`config.mk`:
```
export PLATFORM = sky130hd
export DESIGN_NAME = pwos_top
export DESIGN_NICKNAME = d
export VERILOG_FILES = /design/src/pwos_pkg.sv /design/src/pwos_top.sv
export SDC_FILE = /design/constraint.sdc
export NUM_CORES = 1
export LEC_CHECK = 0
export BUFFER_PORTS_ARGS = -buffer_cell sky130_fd_sc_hd__buf_4
export CAP_MARGIN = 20
export CORE_MARGIN = 3
export CORE_UTILIZATION = 62
export CTS_CLUSTER_DIAMETER = 50
export DETAILED_ROUTE_END_ITERATION = 8
export PLACE_DENSITY = 0.81
export SYNTH_ARGS = -nofsm -noshare
export SYNTH_HDL_FRONTEND = slang
export SYNTH_SLANG_ARGS = --single-unit
```
`constraint.sdc`:
```
create_clock -name CLK -period 3.6 [get_ports CLK]
set_input_delay 0.36 -clock CLK [delete_from_list [all_inputs] [get_ports CLK]]
set_output_delay 0.36 -clock CLK [all_outputs]
set_load 0.05 [all_outputs]
```
`src/pwos_pkg.sv`:
```
package pwos_pkg;
    // ------------------------------------------------------------
    // register byte offsets
    // ------------------------------------------------------------
    localparam logic [11:0] OFF_OUTPUT_B_ACTIONS = 12'h0C4;
    localparam logic [11:0] OFF_DEADTIME_CONFIG = 12'h0C8;
    localparam logic [11:0] OFF_FALLING_DELAY_SHADOW = 12'h0CC;
    localparam logic [11:0] OFF_RISING_DELAY_SHADOW = 12'h0D0;
    localparam logic [11:0] OFF_CARRIER_CONFIG = 12'h0D4;
    localparam logic [11:0] OFF_FAULT_ACTION_CONFIG = 12'h0D8;
    localparam logic [11:0] OFF_FAULT_FORCE_CONFIG = 12'h0DC;
    localparam logic [11:0] OFF_FAULT_STATUS = 12'h0E0;

    // ------------------------------------------------------------
    // reset values
    // ------------------------------------------------------------
    localparam logic [31:0] RST_DEADTIME_CONFIG = 32'h0001_8000;
    localparam logic [31:0] RST_ZERO = 32'h0000_0000;

    // ------------------------------------------------------------
    // deadtime_config fields
    // ------------------------------------------------------------
    localparam int DT_FALL_UPD_LSB = 0;
    localparam int DT_RISE_UPD_LSB = 4;
    localparam int DT_DUAL_EDGE_B = 8;
    localparam int DT_A_SWAP = 9;
    localparam int DT_B_SWAP = 10;
    localparam int DT_RISE_INSEL = 11;
    localparam int DT_FALL_INSEL = 12;
    localparam int DT_RISE_OUTINV = 13;
    localparam int DT_FALL_OUTINV = 14;
    localparam int DT_A_BYPASS = 15;
    localparam int DT_B_BYPASS = 16;
    localparam int DT_CLK_SEL = 17;

    // ------------------------------------------------------------
    // carrier_config fields
    // ------------------------------------------------------------
    localparam int CR_ENABLE = 0;
    localparam int CR_DIV_LSB = 1;
    localparam int CR_WIDTH_LSB = 8;
    localparam int CR_OUT_INV = 12;
    localparam int CR_IN_INV = 13;
    localparam int CR_PERIOD_TICKS = 8;

    // ------------------------------------------------------------
    // fault_action_config / fault_force_config / status fields
    // ------------------------------------------------------------
    localparam int FA_SW_CYCLE_EN = 0;
    localparam int FA_F_CYCLE_LSB = 1;
    localparam int FA_SW_ONE_SHOT_EN = 4;
    localparam int FA_F_ONE_SHOT_LSB = 5;
    localparam int FA_A_ACT_LSB = 8;
    localparam int FA_B_ACT_LSB = 16;
    localparam int FF_CLEAR_TOGGLE = 0;
    localparam int FF_REFRESH_LSB = 1;
    localparam int FF_CYCLE_TOGGLE = 3;
    localparam int FF_ONE_SHOT_TOGGLE = 4;
    localparam int ST_CYCLE_ACTIVE = 0;
    localparam int ST_ONE_SHOT_ACTIVE = 1;

    // ------------------------------------------------------------
    // action encoding
    // ------------------------------------------------------------
    typedef enum logic [1:0] {
        ACT_KEEP = 2'b00,
        ACT_LOW = 2'b01,
        ACT_HIGH = 2'b10,
        ACT_TOGGLE = 2'b11
    } pwos_action_t;
endpackage : pwos_pkg

```
`src/pwos_top.sv`:
```
// Chosen here: the APB interface to the registers.
`timescale 1ns/10ps
module pwos_top #(
    parameter int DELAY_W = 16
) (
    // clock, reset, clock enable
    input wire logic CLK,
    input wire logic RST_N,
    input wire logic CE,
    // apb slave
    input wire logic PSEL,
    input wire logic PENABLE,
    input wire logic PWRITE,
    input wire logic [11:0] PADDR,
    input wire logic [31:0] PWDATA,
    output logic [31:0] PRDATA,
    output logic PREADY,
    output logic PSLVERR,
    // timer events and direction
    input wire logic TIMER_ZERO_MATCH,
    input wire logic TIMER_PERIOD_MATCH,
    input wire logic COMPARE_A_MATCH,
    input wire logic COMPARE_B_MATCH,
    input wire logic TRIGGER_EVENT_ZERO,
    input wire logic TRIGGER_EVENT_ONE,
    input wire logic TIMER_COUNT_DOWN,
    input wire logic SYNC_EVENT,
    input wire logic TIMER_PRESCALED_CLOCK,
    // fault events, level
    input wire logic FAULT_EVENT_ZERO,
    input wire logic FAULT_EVENT_ONE,
    input wire logic FAULT_EVENT_TWO,
    // generator output A from the action stage
    input wire logic OUTPUT_A_IN,
    // gate driver outputs
    output logic OUTPUT_A,
    output logic OUTPUT_B
);
    // ------------------------------------------------------------
    // register file
    // ------------------------------------------------------------
    logic [31:0] b_act_q, dt_cfg_q, fed_sh_q, red_sh_q;
    logic [31:0] cr_cfg_q, fa_cfg_q, ff_cfg_q, ff_prev_q;
    logic [DELAY_W-1:0] red_act_q, fed_act_q;
    logic os_on_q, cyc_on_q;
    logic wr_en;
    logic rd_ok;
    logic [31:0] rd_data;

    // read mux and decode, shared by setup-phase registering
    always_comb begin
        rd_ok = 1'b1;
        rd_data = pwos_pkg::RST_ZERO;
        if (PADDR == pwos_pkg::OFF_OUTPUT_B_ACTIONS) begin
            rd_data = b_act_q;
        end else if (PADDR == pwos_pkg::OFF_DEADTIME_CONFIG) begin
            rd_data = dt_cfg_q;
        end else if (PADDR == pwos_pkg::OFF_FALLING_DELAY_SHADOW) begin
            rd_data = fed_sh_q;
        end else if (PADDR == pwos_pkg::OFF_RISING_DELAY_SHADOW) begin
            rd_data = red_sh_q;
        end else if (PADDR == pwos_pkg::OFF_CARRIER_CONFIG) begin
            rd_data = cr_cfg_q;
        end else if (PADDR == pwos_pkg::OFF_FAULT_ACTION_CONFIG) begin
            rd_data = fa_cfg_q;
        end else if (PADDR == pwos_pkg::OFF_FAULT_FORCE_CONFIG) begin
            rd_data = ff_cfg_q;
        end else if (PADDR == pwos_pkg::OFF_FAULT_STATUS) begin
            rd_data = {30'h0000_0000, os_on_q, cyc_on_q};
        end else begin
            rd_ok = 1'b0;
        end
    end

    // one wait-free access: ready rises in the access phase
    assign wr_en = PSEL & PENABLE & PWRITE & PREADY & CE;

    always_ff @(posedge CLK) begin
        if (!RST_N) begin
            PREADY <= 1'b0;
            PRDATA <= pwos_pkg::RST_ZERO;
            PSLVERR <= 1'b0;
        end else if (CE) begin
            PREADY <= PSEL & ~PENABLE;
            PSLVERR <= PSEL & ~PENABLE & ~rd_ok;
            if (PSEL && !PENABLE && !PWRITE) begin
                PRDATA <= rd_data;
            end
        end
    end

    // software-writable registers; delays only reach shadows
    always_ff @(posedge CLK) begin
        if (!RST_N) begin
            b_act_q <= pwos_pkg::RST_ZERO;
            dt_cfg_q <= pwos_pkg::RST_DEADTIME_CONFIG;
            fed_sh_q <= pwos_pkg::RST_ZERO;
            red_sh_q <= pwos_pkg::RST_ZERO;
            cr_cfg_q <= pwos_pkg::RST_ZERO;
            fa_cfg_q <= pwos_pkg::RST_ZERO;
            ff_cfg_q <= pwos_pkg::RST_ZERO;
        end else if (wr_en) begin
            if (PADDR == pwos_pkg::OFF_OUTPUT_B_ACTIONS) begin
                b_act_q <= PWDATA;
            end else if (PADDR == pwos_pkg::OFF_DEADTIME_CONFIG) begin
                dt_cfg_q <= PWDATA;
            end else if (PADDR == pwos_pkg::OFF_FALLING_DELAY_SHADOW) begin
                fed_sh_q <= PWDATA;
            end else if (PADDR == pwos_pkg::OFF_RISING_DELAY_SHADOW) begin
                red_sh_q <= PWDATA;
            end else if (PADDR == pwos_pkg::OFF_CARRIER_CONFIG) begin
                cr_cfg_q <= PWDATA;
            end else if (PADDR == pwos_pkg::OFF_FAULT_ACTION_CONFIG) begin
                fa_cfg_q <= PWDATA;
            end else if (PADDR == pwos_pkg::OFF_FAULT_FORCE_CONFIG) begin
                ff_cfg_q <= PWDATA;
            end
        end
    end

    // ------------------------------------------------------------
    // helpers
    // ------------------------------------------------------------
    // apply one action code to a level
    function automatic logic apply_act(input logic cur,
                                       input logic [1:0] act);
        case (act)
            pwos_pkg::ACT_LOW: apply_act = 1'b0;
            pwos_pkg::ACT_HIGH: apply_act = 1'b1;
            pwos_pkg::ACT_TOGGLE: apply_act = ~cur;
            default: apply_act = cur;
        endcase
    endfunction : apply_act

    // shadow-to-active load condition for a 4-bit method field
    function automatic logic upd_now(input logic [3:0] m, input logic z,
                                     input logic p, input logic s);
        upd_now = (m == 4'h0) ||
                  (!m[3] && ((m[0] && z) || (m[1] && p) || (m[2] && s)));
    endfunction : upd_now

    // ------------------------------------------------------------
    // output B action stage
    // ------------------------------------------------------------
    logic [5:0] b_evt;
    logic b_gen_q;
    logic [3:0] b_base;

    assign b_evt = {TRIGGER_EVENT_ONE, TRIGGER_EVENT_ZERO, COMPARE_B_MATCH,
                    COMPARE_A_MATCH, TIMER_PERIOD_MATCH, TIMER_ZERO_MATCH};
    assign b_base = TIMER_COUNT_DOWN ? 4'hC : 4'h0;

    // later events in the list win when several coincide
    always_ff @(posedge CLK) begin
        if (!RST_N) begin
            b_gen_q <= 1'b0;
        end else if (CE) begin
            for (int i = 0; i < 6; i++) begin
                if (b_evt[i]) begin
                    b_gen_q <= apply_act(b_gen_q,
                        b_act_q[5'(b_base) + 5'(2*i) +: 2]);
                end
            end
        end
    end

    // ------------------------------------------------------------
    // dead-time generator
    // ------------------------------------------------------------
    logic dt_tick;
    logic red_in, fed_in, red_out_q, fed_out_q, a_dt, b_dt, a_pre, b_pre;
    logic [DELAY_W-1:0] red_cnt_q, fed_cnt_q;

    assign dt_tick = dt_cfg_q[pwos_pkg::DT_CLK_SEL] ?
                     TIMER_PRESCALED_CLOCK : 1'b1;

    // active delays follow the selected update moment
    always_ff @(posedge CLK) begin
        if (!RST_N) begin
            red_act_q <= '0;
            fed_act_q <= '0;
        end else if (CE) begin
            if (upd_now(dt_cfg_q[pwos_pkg::DT_RISE_UPD_LSB +: 4],
                        TIMER_ZERO_MATCH, TIMER_PERIOD_MATCH, SYNC_EVENT)) begin
                red_act_q <= red_sh_q[DELAY_W-1:0];
            end
            if (upd_now(dt_cfg_q[pwos_pkg::DT_FALL_UPD_LSB +: 4],
                        TIMER_ZERO_MATCH, TIMER_PERIOD_MATCH, SYNC_EVENT)) begin
                fed_act_q <= fed_sh_q[DELAY_W-1:0];
            end
        end
    end

    // input selection; dual-edge chains falling after rising on B
    assign red_in = dt_cfg_q[pwos_pkg::DT_RISE_INSEL] ?
                    b_gen_q : OUTPUT_A_IN;
    assign fed_in = dt_cfg_q[pwos_pkg::DT_DUAL_EDGE_B] ? red_out_q :
                    (dt_cfg_q[pwos_pkg::DT_FALL_INSEL] ?
                     b_gen_q : OUTPUT_A_IN);

    // rising delay: high only after the input held high long enough
    always_ff @(posedge CLK) begin
        if (!RST_N) begin
            red_cnt_q <= '0;
            red_out_q <= 1'b0;
        end else if (CE) begin
            if (!red_in) begin
                red_cnt_q <= '0;
                red_out_q <= 1'b0;
            end else if (dt_tick) begin
                if (red_cnt_q >= red_act_q) begin
                    red_out_q <= 1'b1;
                end else begin
                    red_cnt_q <= red_cnt_q + 1'b1;
                end
            end
        end
    end

    // falling delay: low only after the input held low long enough
    always_ff @(posedge CLK) begin
        if (!RST_N) begin
            fed_cnt_q <= '0;
            fed_out_q <= 1'b0;
        end else if (CE) begin
            if (fed_in) begin
                fed_cnt_q <= '0;
                fed_out_q <= 1'b1;
            end else if (dt_tick) begin
                if (fed_cnt_q >= fed_act_q) begin
                    fed_out_q <= 1'b0;
                end else begin
                    fed_cnt_q <= fed_cnt_q + 1'b1;
                end
            end
        end
    end

    // bypass, output invert and swap switches
    always_comb begin
        if (dt_cfg_q[pwos_pkg::DT_DUAL_EDGE_B]) begin
            a_dt = dt_cfg_q[pwos_pkg::DT_A_BYPASS] ? OUTPUT_A_IN :
                   OUTPUT_A_IN ^ dt_cfg_q[pwos_pkg::DT_RISE_OUTINV];
        end else begin
            a_dt = dt_cfg_q[pwos_pkg::DT_A_BYPASS] ? OUTPUT_A_IN :
                   red_out_q ^ dt_cfg_q[pwos_pkg::DT_RISE_OUTINV];
        end
        b_dt = dt_cfg_q[pwos_pkg::DT_B_BYPASS] ? b_gen_q :
               fed_out_q ^ dt_cfg_q[pwos_pkg::DT_FALL_OUTINV];
        a_pre = dt_cfg_q[pwos_pkg::DT_A_SWAP] ? b_dt : a_dt;
        b_pre = dt_cfg_q[pwos_pkg::DT_B_SWAP] ? a_dt : b_dt;
    end

    // ------------------------------------------------------------
    // carrier modulator
    // ------------------------------------------------------------
    logic [3:0] cr_div_q;
    logic cr_tick;
    logic [2:0] cr_ph_q;
    logic cr_wave;
    logic [1:0] cr_in;
    // unpacked so each generate branch owns its own element
    logic cr_prev_q [2];
    logic cr_out [2];
    logic [6:0] os_cnt_q [2];

    // carrier clock: one tick every divider+1 clock cycles
    always_ff @(posedge CLK) begin
        if (!RST_N) begin
            cr_div_q <= '0;
            cr_ph_q <= '0;
        end else if (CE) begin
            if (cr_tick) begin
                cr_div_q <= '0;
                cr_ph_q <= cr_ph_q + 1'b1;
            end else begin
                cr_div_q <= cr_div_q + 1'b1;
            end
        end
    end
    assign cr_tick = (cr_div_q >=
                      cr_cfg_q[pwos_pkg::CR_DIV_LSB +: 4]);
    // carrier runs 50% duty over a fixed number of ticks
    assign cr_wave = (cr_ph_q < 3'(pwos_pkg::CR_PERIOD_TICKS / 2));
    assign cr_in = {b_pre, a_pre} ^
                   {2{cr_cfg_q[pwos_pkg::CR_IN_INV]}};

    genvar g;
    generate
        for (g = 0; g < 2; g++) begin : g_car
            // first pulse held solid for the programmed periods
            always_ff @(posedge CLK) begin
                if (!RST_N) begin
                    os_cnt_q[g] <= '0;
                    cr_prev_q[g] <= 1'b0;
                end else if (CE) begin
                    cr_prev_q[g] <= cr_in[g];
                    if (cr_in[g] && !cr_prev_q[g]) begin
                        os_cnt_q[g] <= {cr_cfg_q[pwos_pkg::CR_WIDTH_LSB +: 4],
                                        3'h0};
                    end else if (!cr_in[g]) begin
                        os_cnt_q[g] <= '0;
                    end else if (cr_tick && os_cnt_q[g] != 7'h00) begin
                        os_cnt_q[g] <= os_cnt_q[g] - 1'b1;
                    end
                end
            end
            assign cr_out[g] = cr_cfg_q[pwos_pkg::CR_ENABLE] ?
                ((cr_in[g] & ((os_cnt_q[g] != 7'h00) | cr_wave)) ^
                 cr_cfg_q[pwos_pkg::CR_OUT_INV]) :
                (g == 0 ? a_pre : b_pre);
        end
    endgenerate

    // ------------------------------------------------------------
    // fault handler
    // ------------------------------------------------------------
    logic [2:0] flt;
    logic os_pulse, cyc_pulse, clr_pulse, os_trig, cyc_trig, refresh;
    logic [1:0] os_a, os_b, cy_a, cy_b;
    logic [3:0] act_base;

    assign flt = {FAULT_EVENT_TWO, FAULT_EVENT_ONE, FAULT_EVENT_ZERO};

    // remember force bits to see software toggles
    always_ff @(posedge CLK) begin
        if (!RST_N) begin
            ff_prev_q <= pwos_pkg::RST_ZERO;
        end else if (CE) begin
            ff_prev_q <= ff_cfg_q;
        end
    end
    assign os_pulse = ff_cfg_q[pwos_pkg::FF_ONE_SHOT_TOGGLE] ^
                      ff_prev_q[pwos_pkg::FF_ONE_SHOT_TOGGLE];
    assign cyc_pulse = ff_cfg_q[pwos_pkg::FF_CYCLE_TOGGLE] ^
                       ff_prev_q[pwos_pkg::FF_CYCLE_TOGGLE];
    assign clr_pulse = ff_cfg_q[pwos_pkg::FF_CLEAR_TOGGLE] ^
                       ff_prev_q[pwos_pkg::FF_CLEAR_TOGGLE];

    // fault bit order: event zero, one, two from msb to lsb
    assign os_trig = |({flt[0], flt[1], flt[2]} &
                       fa_cfg_q[pwos_pkg::FA_F_ONE_SHOT_LSB +: 3]) |
                     (os_pulse & fa_cfg_q[pwos_pkg::FA_SW_ONE_SHOT_EN]);
    assign cyc_trig = |({flt[0], flt[1], flt[2]} &
                        fa_cfg_q[pwos_pkg::FA_F_CYCLE_LSB +: 3]) |
                      (cyc_pulse & fa_cfg_q[pwos_pkg::FA_SW_CYCLE_EN]);
    assign refresh = (ff_cfg_q[pwos_pkg::FF_REFRESH_LSB] & TIMER_ZERO_MATCH) |
                     (ff_cfg_q[pwos_pkg::FF_REFRESH_LSB + 1] &
                      TIMER_PERIOD_MATCH);

    // a new trip wins over a clear in the same cycle
    always_ff @(posedge CLK) begin
        if (!RST_N) begin
            os_on_q <= 1'b0;
            cyc_on_q <= 1'b0;
        end else if (CE) begin
            os_on_q <= os_trig | (os_on_q & ~clr_pulse);
            cyc_on_q <= cyc_trig | (cyc_on_q & ~refresh);
        end
    end

    // per-direction action fields: cycle d, cycle u, shot d, shot u
    assign act_base = TIMER_COUNT_DOWN ? 4'h0 : 4'h2;
    assign cy_a = fa_cfg_q[pwos_pkg::FA_A_ACT_LSB + 32'(act_base) +: 2];
    assign os_a = fa_cfg_q[pwos_pkg::FA_A_ACT_LSB + 4 + 32'(act_base) +: 2];
    assign cy_b = fa_cfg_q[pwos_pkg::FA_B_ACT_LSB + 32'(act_base) +: 2];
    assign os_b = fa_cfg_q[pwos_pkg::FA_B_ACT_LSB + 4 + 32'(act_base) +: 2];

    // one-shot forcing takes precedence over cycle forcing
    always_ff @(posedge CLK) begin
        if (!RST_N) begin
            OUTPUT_A <= 1'b0;
            OUTPUT_B <= 1'b0;
        end else if (CE) begin
            if (os_on_q) begin
                OUTPUT_A <= apply_act(cr_out[0], os_a);
                OUTPUT_B <= apply_act(cr_out[1], os_b);
            end else if (cyc_on_q) begin
                OUTPUT_A <= apply_act(cr_out[0], cy_a);
                OUTPUT_B <= apply_act(cr_out[1], cy_b);
            end else begin
                OUTPUT_A <= cr_out[0];
                OUTPUT_B <= cr_out[1];
            end
        end
    end
endmodule : pwos_top

```
==> flow_summary.ini <==
[timing]
skew_ps = 12.91
finalHoldViolations = 0
fmaxAchievable_mhz = 364.4
rsz0062_at_grt = false
period_minus_slack_ps = 2745
timing.final.crit_share_pct = 76.24
tns_ps = 0
tightest_slew_ps = 977.1
slew_headroom_pct = 34.86
drv_slew = 0
setup_violations = 0

[cts]
post_cts_buffers = 0
cts_resized = 0
cts_sinks = 355
cts_tree = built
ctsHoldBuffers = 0
clk_path_buf_depth = 3
clkTransAtPathRegs_ps = 60
cts_buffers = 39
insertion_delay_ps = 530
cts_root_buf = clkbuf_16
h-tree-depth = 2

[worst_setup_path]
setup.worst_path.end_class = flop
r2r-end = os_cnt_q[0][2]$_SDFFCE_PP0P_
r2r_slack_ps = 860
r2r_cells = 8
required_ps = 3820
path_class = reg2reg
r2r_start = dt_cfg_q[13]$_SDFFE_PN0P_
worstSetupStartpointType = flop
crit_fanout = 7
worstPathArrival_ps = 2970

[synth]
syn_nets = 2259
synth-edff-count = 15
yosys.cell_count.top_type = nand2_1
yosys_warnings = 0
synth_common_cells = nand2_1, dfxtp_1, a21boi_0
synth_cell_types = 73
seq_area_frac_synth_pct = 41.24
synth.area.top_cells = dfxtp_1, nand2_1, a21boi_0
synth-seq-cells = 355
synthCells = 2146
synth_area_sq_um = 17600
synthArstFlopShare_pct = 0
synth_ff_type = dfxtp_1
syn-mean-instance-area_sq_um = 8.200
yosys.area.top_type_share_pct = 38.68
synth_top_area_cell = dfxtp_1

[final_layout]
drive_gt1_share_pct = 11.40
nFillCells = 2174
multi_input_area_sq_um = 9573
layout.nets = 2298
ff_latch_area_sq_um = 7257
fin_util_pct = 71.46
syn_to_final_growth_pct = 13.13

[power_and_ir_drop]
vdd_drop_max_v = 0.0003573
finalPower_mw = 8.513
leakagePower_nw = 7.282
power_density_nw_per_um2 = 427.6

[global_routing]
first_global_vias = 15270
antenna_found_initial = 2
grt_pass1_wl_mm = 83.09
overflow = 0
grt_max_degree = 173
track_usage_pct = 33.99

[drt]
first_iter_violations = 1563
vias = 15790
viasPerCell = 6.098
wire_per_inst_um = 20.40
postRouteAntennaNets = 0
postRouteWirelength_mm = 52.82
drc = 0
drt-pass1-iter-count = 6

[floorplanning]
die_width_um = 174.5
core-area_sq_um = 27860
fp-row-count = 61
start_util_pct = 63.17
io_pins = 99
die_h_um = 174.5
die_area_sq_um = 30440

[worst_hold_path]
hold_start = PWDATA[16]
hold_path.class = in2reg
worstHoldPathCells = 3
holdPathEnd = dt_cfg_q[16]$_SDFFE_PN1P_

[run]
maxCapViolCount = 0

[outcome]
status = finished clean

[placed_design]
port_buffers = 98
finalWeightedCongestion = 0.9523
hpwl_mm = 35.22
==> worst max path at each step <==
| stage | cells past startpoint | slack (ps) | end | startpoint |
|---|---|---|---|---|
| after global routing | 10 | 650 | fed_cnt_q[10]$_SDFFE_PN0P_ | fed_act_q[9]$_SDFFE_PN0P_ |
| after CTS | 10 | 870 | fed_cnt_q[10]$_SDFFE_PN0P_ | fed_cnt_q[0]$_SDFFE_PN0P_ |
| final | 8 | 860 | os_cnt_q[0][2]$_SDFFCE_PP0P_ | dt_cfg_q[13]$_SDFFE_PN0P_ |
| after global placement | 8 | 870 | red_sh_q[30]$_SDFFE_PN0P_ | PADDR[4] |
| after floorplan | 13 | 840 | b_gen_q$_SDFFE_PN0P_ | TIMER_COUNT_DOWN |
| after detailed placement | 8 | 780 | red_sh_q[30]$_SDFFE_PN0P_ | PADDR[4] |
==> sequential cells by signal (all words and copies together) (netlist names), 2 cells and up <==
name and cells:
fed_sh_q 32, fed_act_q 16, PRDATA 32, red_sh_q 32, ff_prev_q 3, cr_prev_q 2, red_act_q 16, cr_div_q 4
red_cnt_q 16, os_cnt_q 14, fa_cfg_q 32, dt_cfg_q 32, cr_cfg_q 32, cr_ph_q 3, ff_cfg_q 32, fed_cnt_q 16
b_act_q 32
==> cells by family after synthesis <==
family	count (synthesis)	share of synthesized area (%)
AOI/OAI and AO/OA	607	22.35
xor gates and xnor gates	34	1.692
adders and majority gates	50	3.555
buffers and inverters	208	4.735
DFF	355	41.24
muxes	125	7.473
and+or+nand+nor	767	18.96
==> area by class of cell <==
cell class	instances	area share [%]
antenna	1	0.01257
clock buffer	54	5.544
clock inverter	13	0.8171
inverter	64	1.207
multi-input combinational	1583	48.09
sequential	355	36.46
tap	378	2.376
timing repair buffer	142	5.500
==> metrics by stage <==
stage / area [sq um] / instances / hold WS [ps] / setup WS [ps]
3_3_place_gp: 18640 / 2522 / 437.6 / 867.2
5_1_grt: 19910 / 2590 / 132.9 / 648.9
4_1_cts: 19900 / 2589 / 115.9 / 868.1
3_5_place_dp: 18640 / 2522 / 447.3 / 778.4
6_report: 19910 / 2590 / 132.0 / 855.4
2_1_floorplan: 17600 / 2146 / 431.9 / 841.9
==> power breakdown <==
part           internal, mW  switching [mW]  total (mW)
clock network          2.36            1.61        3.97
logic                 0.200           0.343       0.544
registers              3.98          0.0204        4.00
==> routing by layer <==
layer  up-vias  share of wire (%)  track usage (%)
li1       7421                  -                -
met3       196                9.4            6.138
met1      7420                 40            43.62
met4         2                5.2            16.96
met5         -              0.021                0
met2       755                 46            55.21
==> worst max-delay path: stages, from the launching register on <==
cell and delay, ps:
dfxtp_1 360, xor2_1 170, or3_1 350, a32oi_2 400, xnor2_1 210, nand3_1 150, nor2_1 150, o21ai_0 270
a21bo_2 390
==> layout by cell type, fill, tap and decap left out, types with 9 or more instances in the layout <==
| cell type | instances |
|---|---|
| mux2i_1 | 101 |
| a21oi_1 | 173 |
| nor2_1 | 49 |
| buf_4 | 139 |
| nand2b_1 | 16 |
| a21boi_0 | 186 |
| and2_1 | 11 |
| o21a_1 | 9 |
| nand2_1 | 533 |
| clkbuf_1 | 9 |
| clkbuf_16 | 40 |
| edfxtp_1 | 15 |
| a21o_1 | 16 |
| dfxtp_1 | 340 |
| nor2b_1 | 48 |
| o21ai_0 | 114 |
| inv_1 | 64 |
| xnor2_1 | 27 |
| mux2_2 | 21 |
| nor3_1 | 20 |
| nand3_1 | 31 |
| a21boi_1 | 39 |
| ha_1 | 50 |
Note: power is estimated with default switching activity, not from simulation.
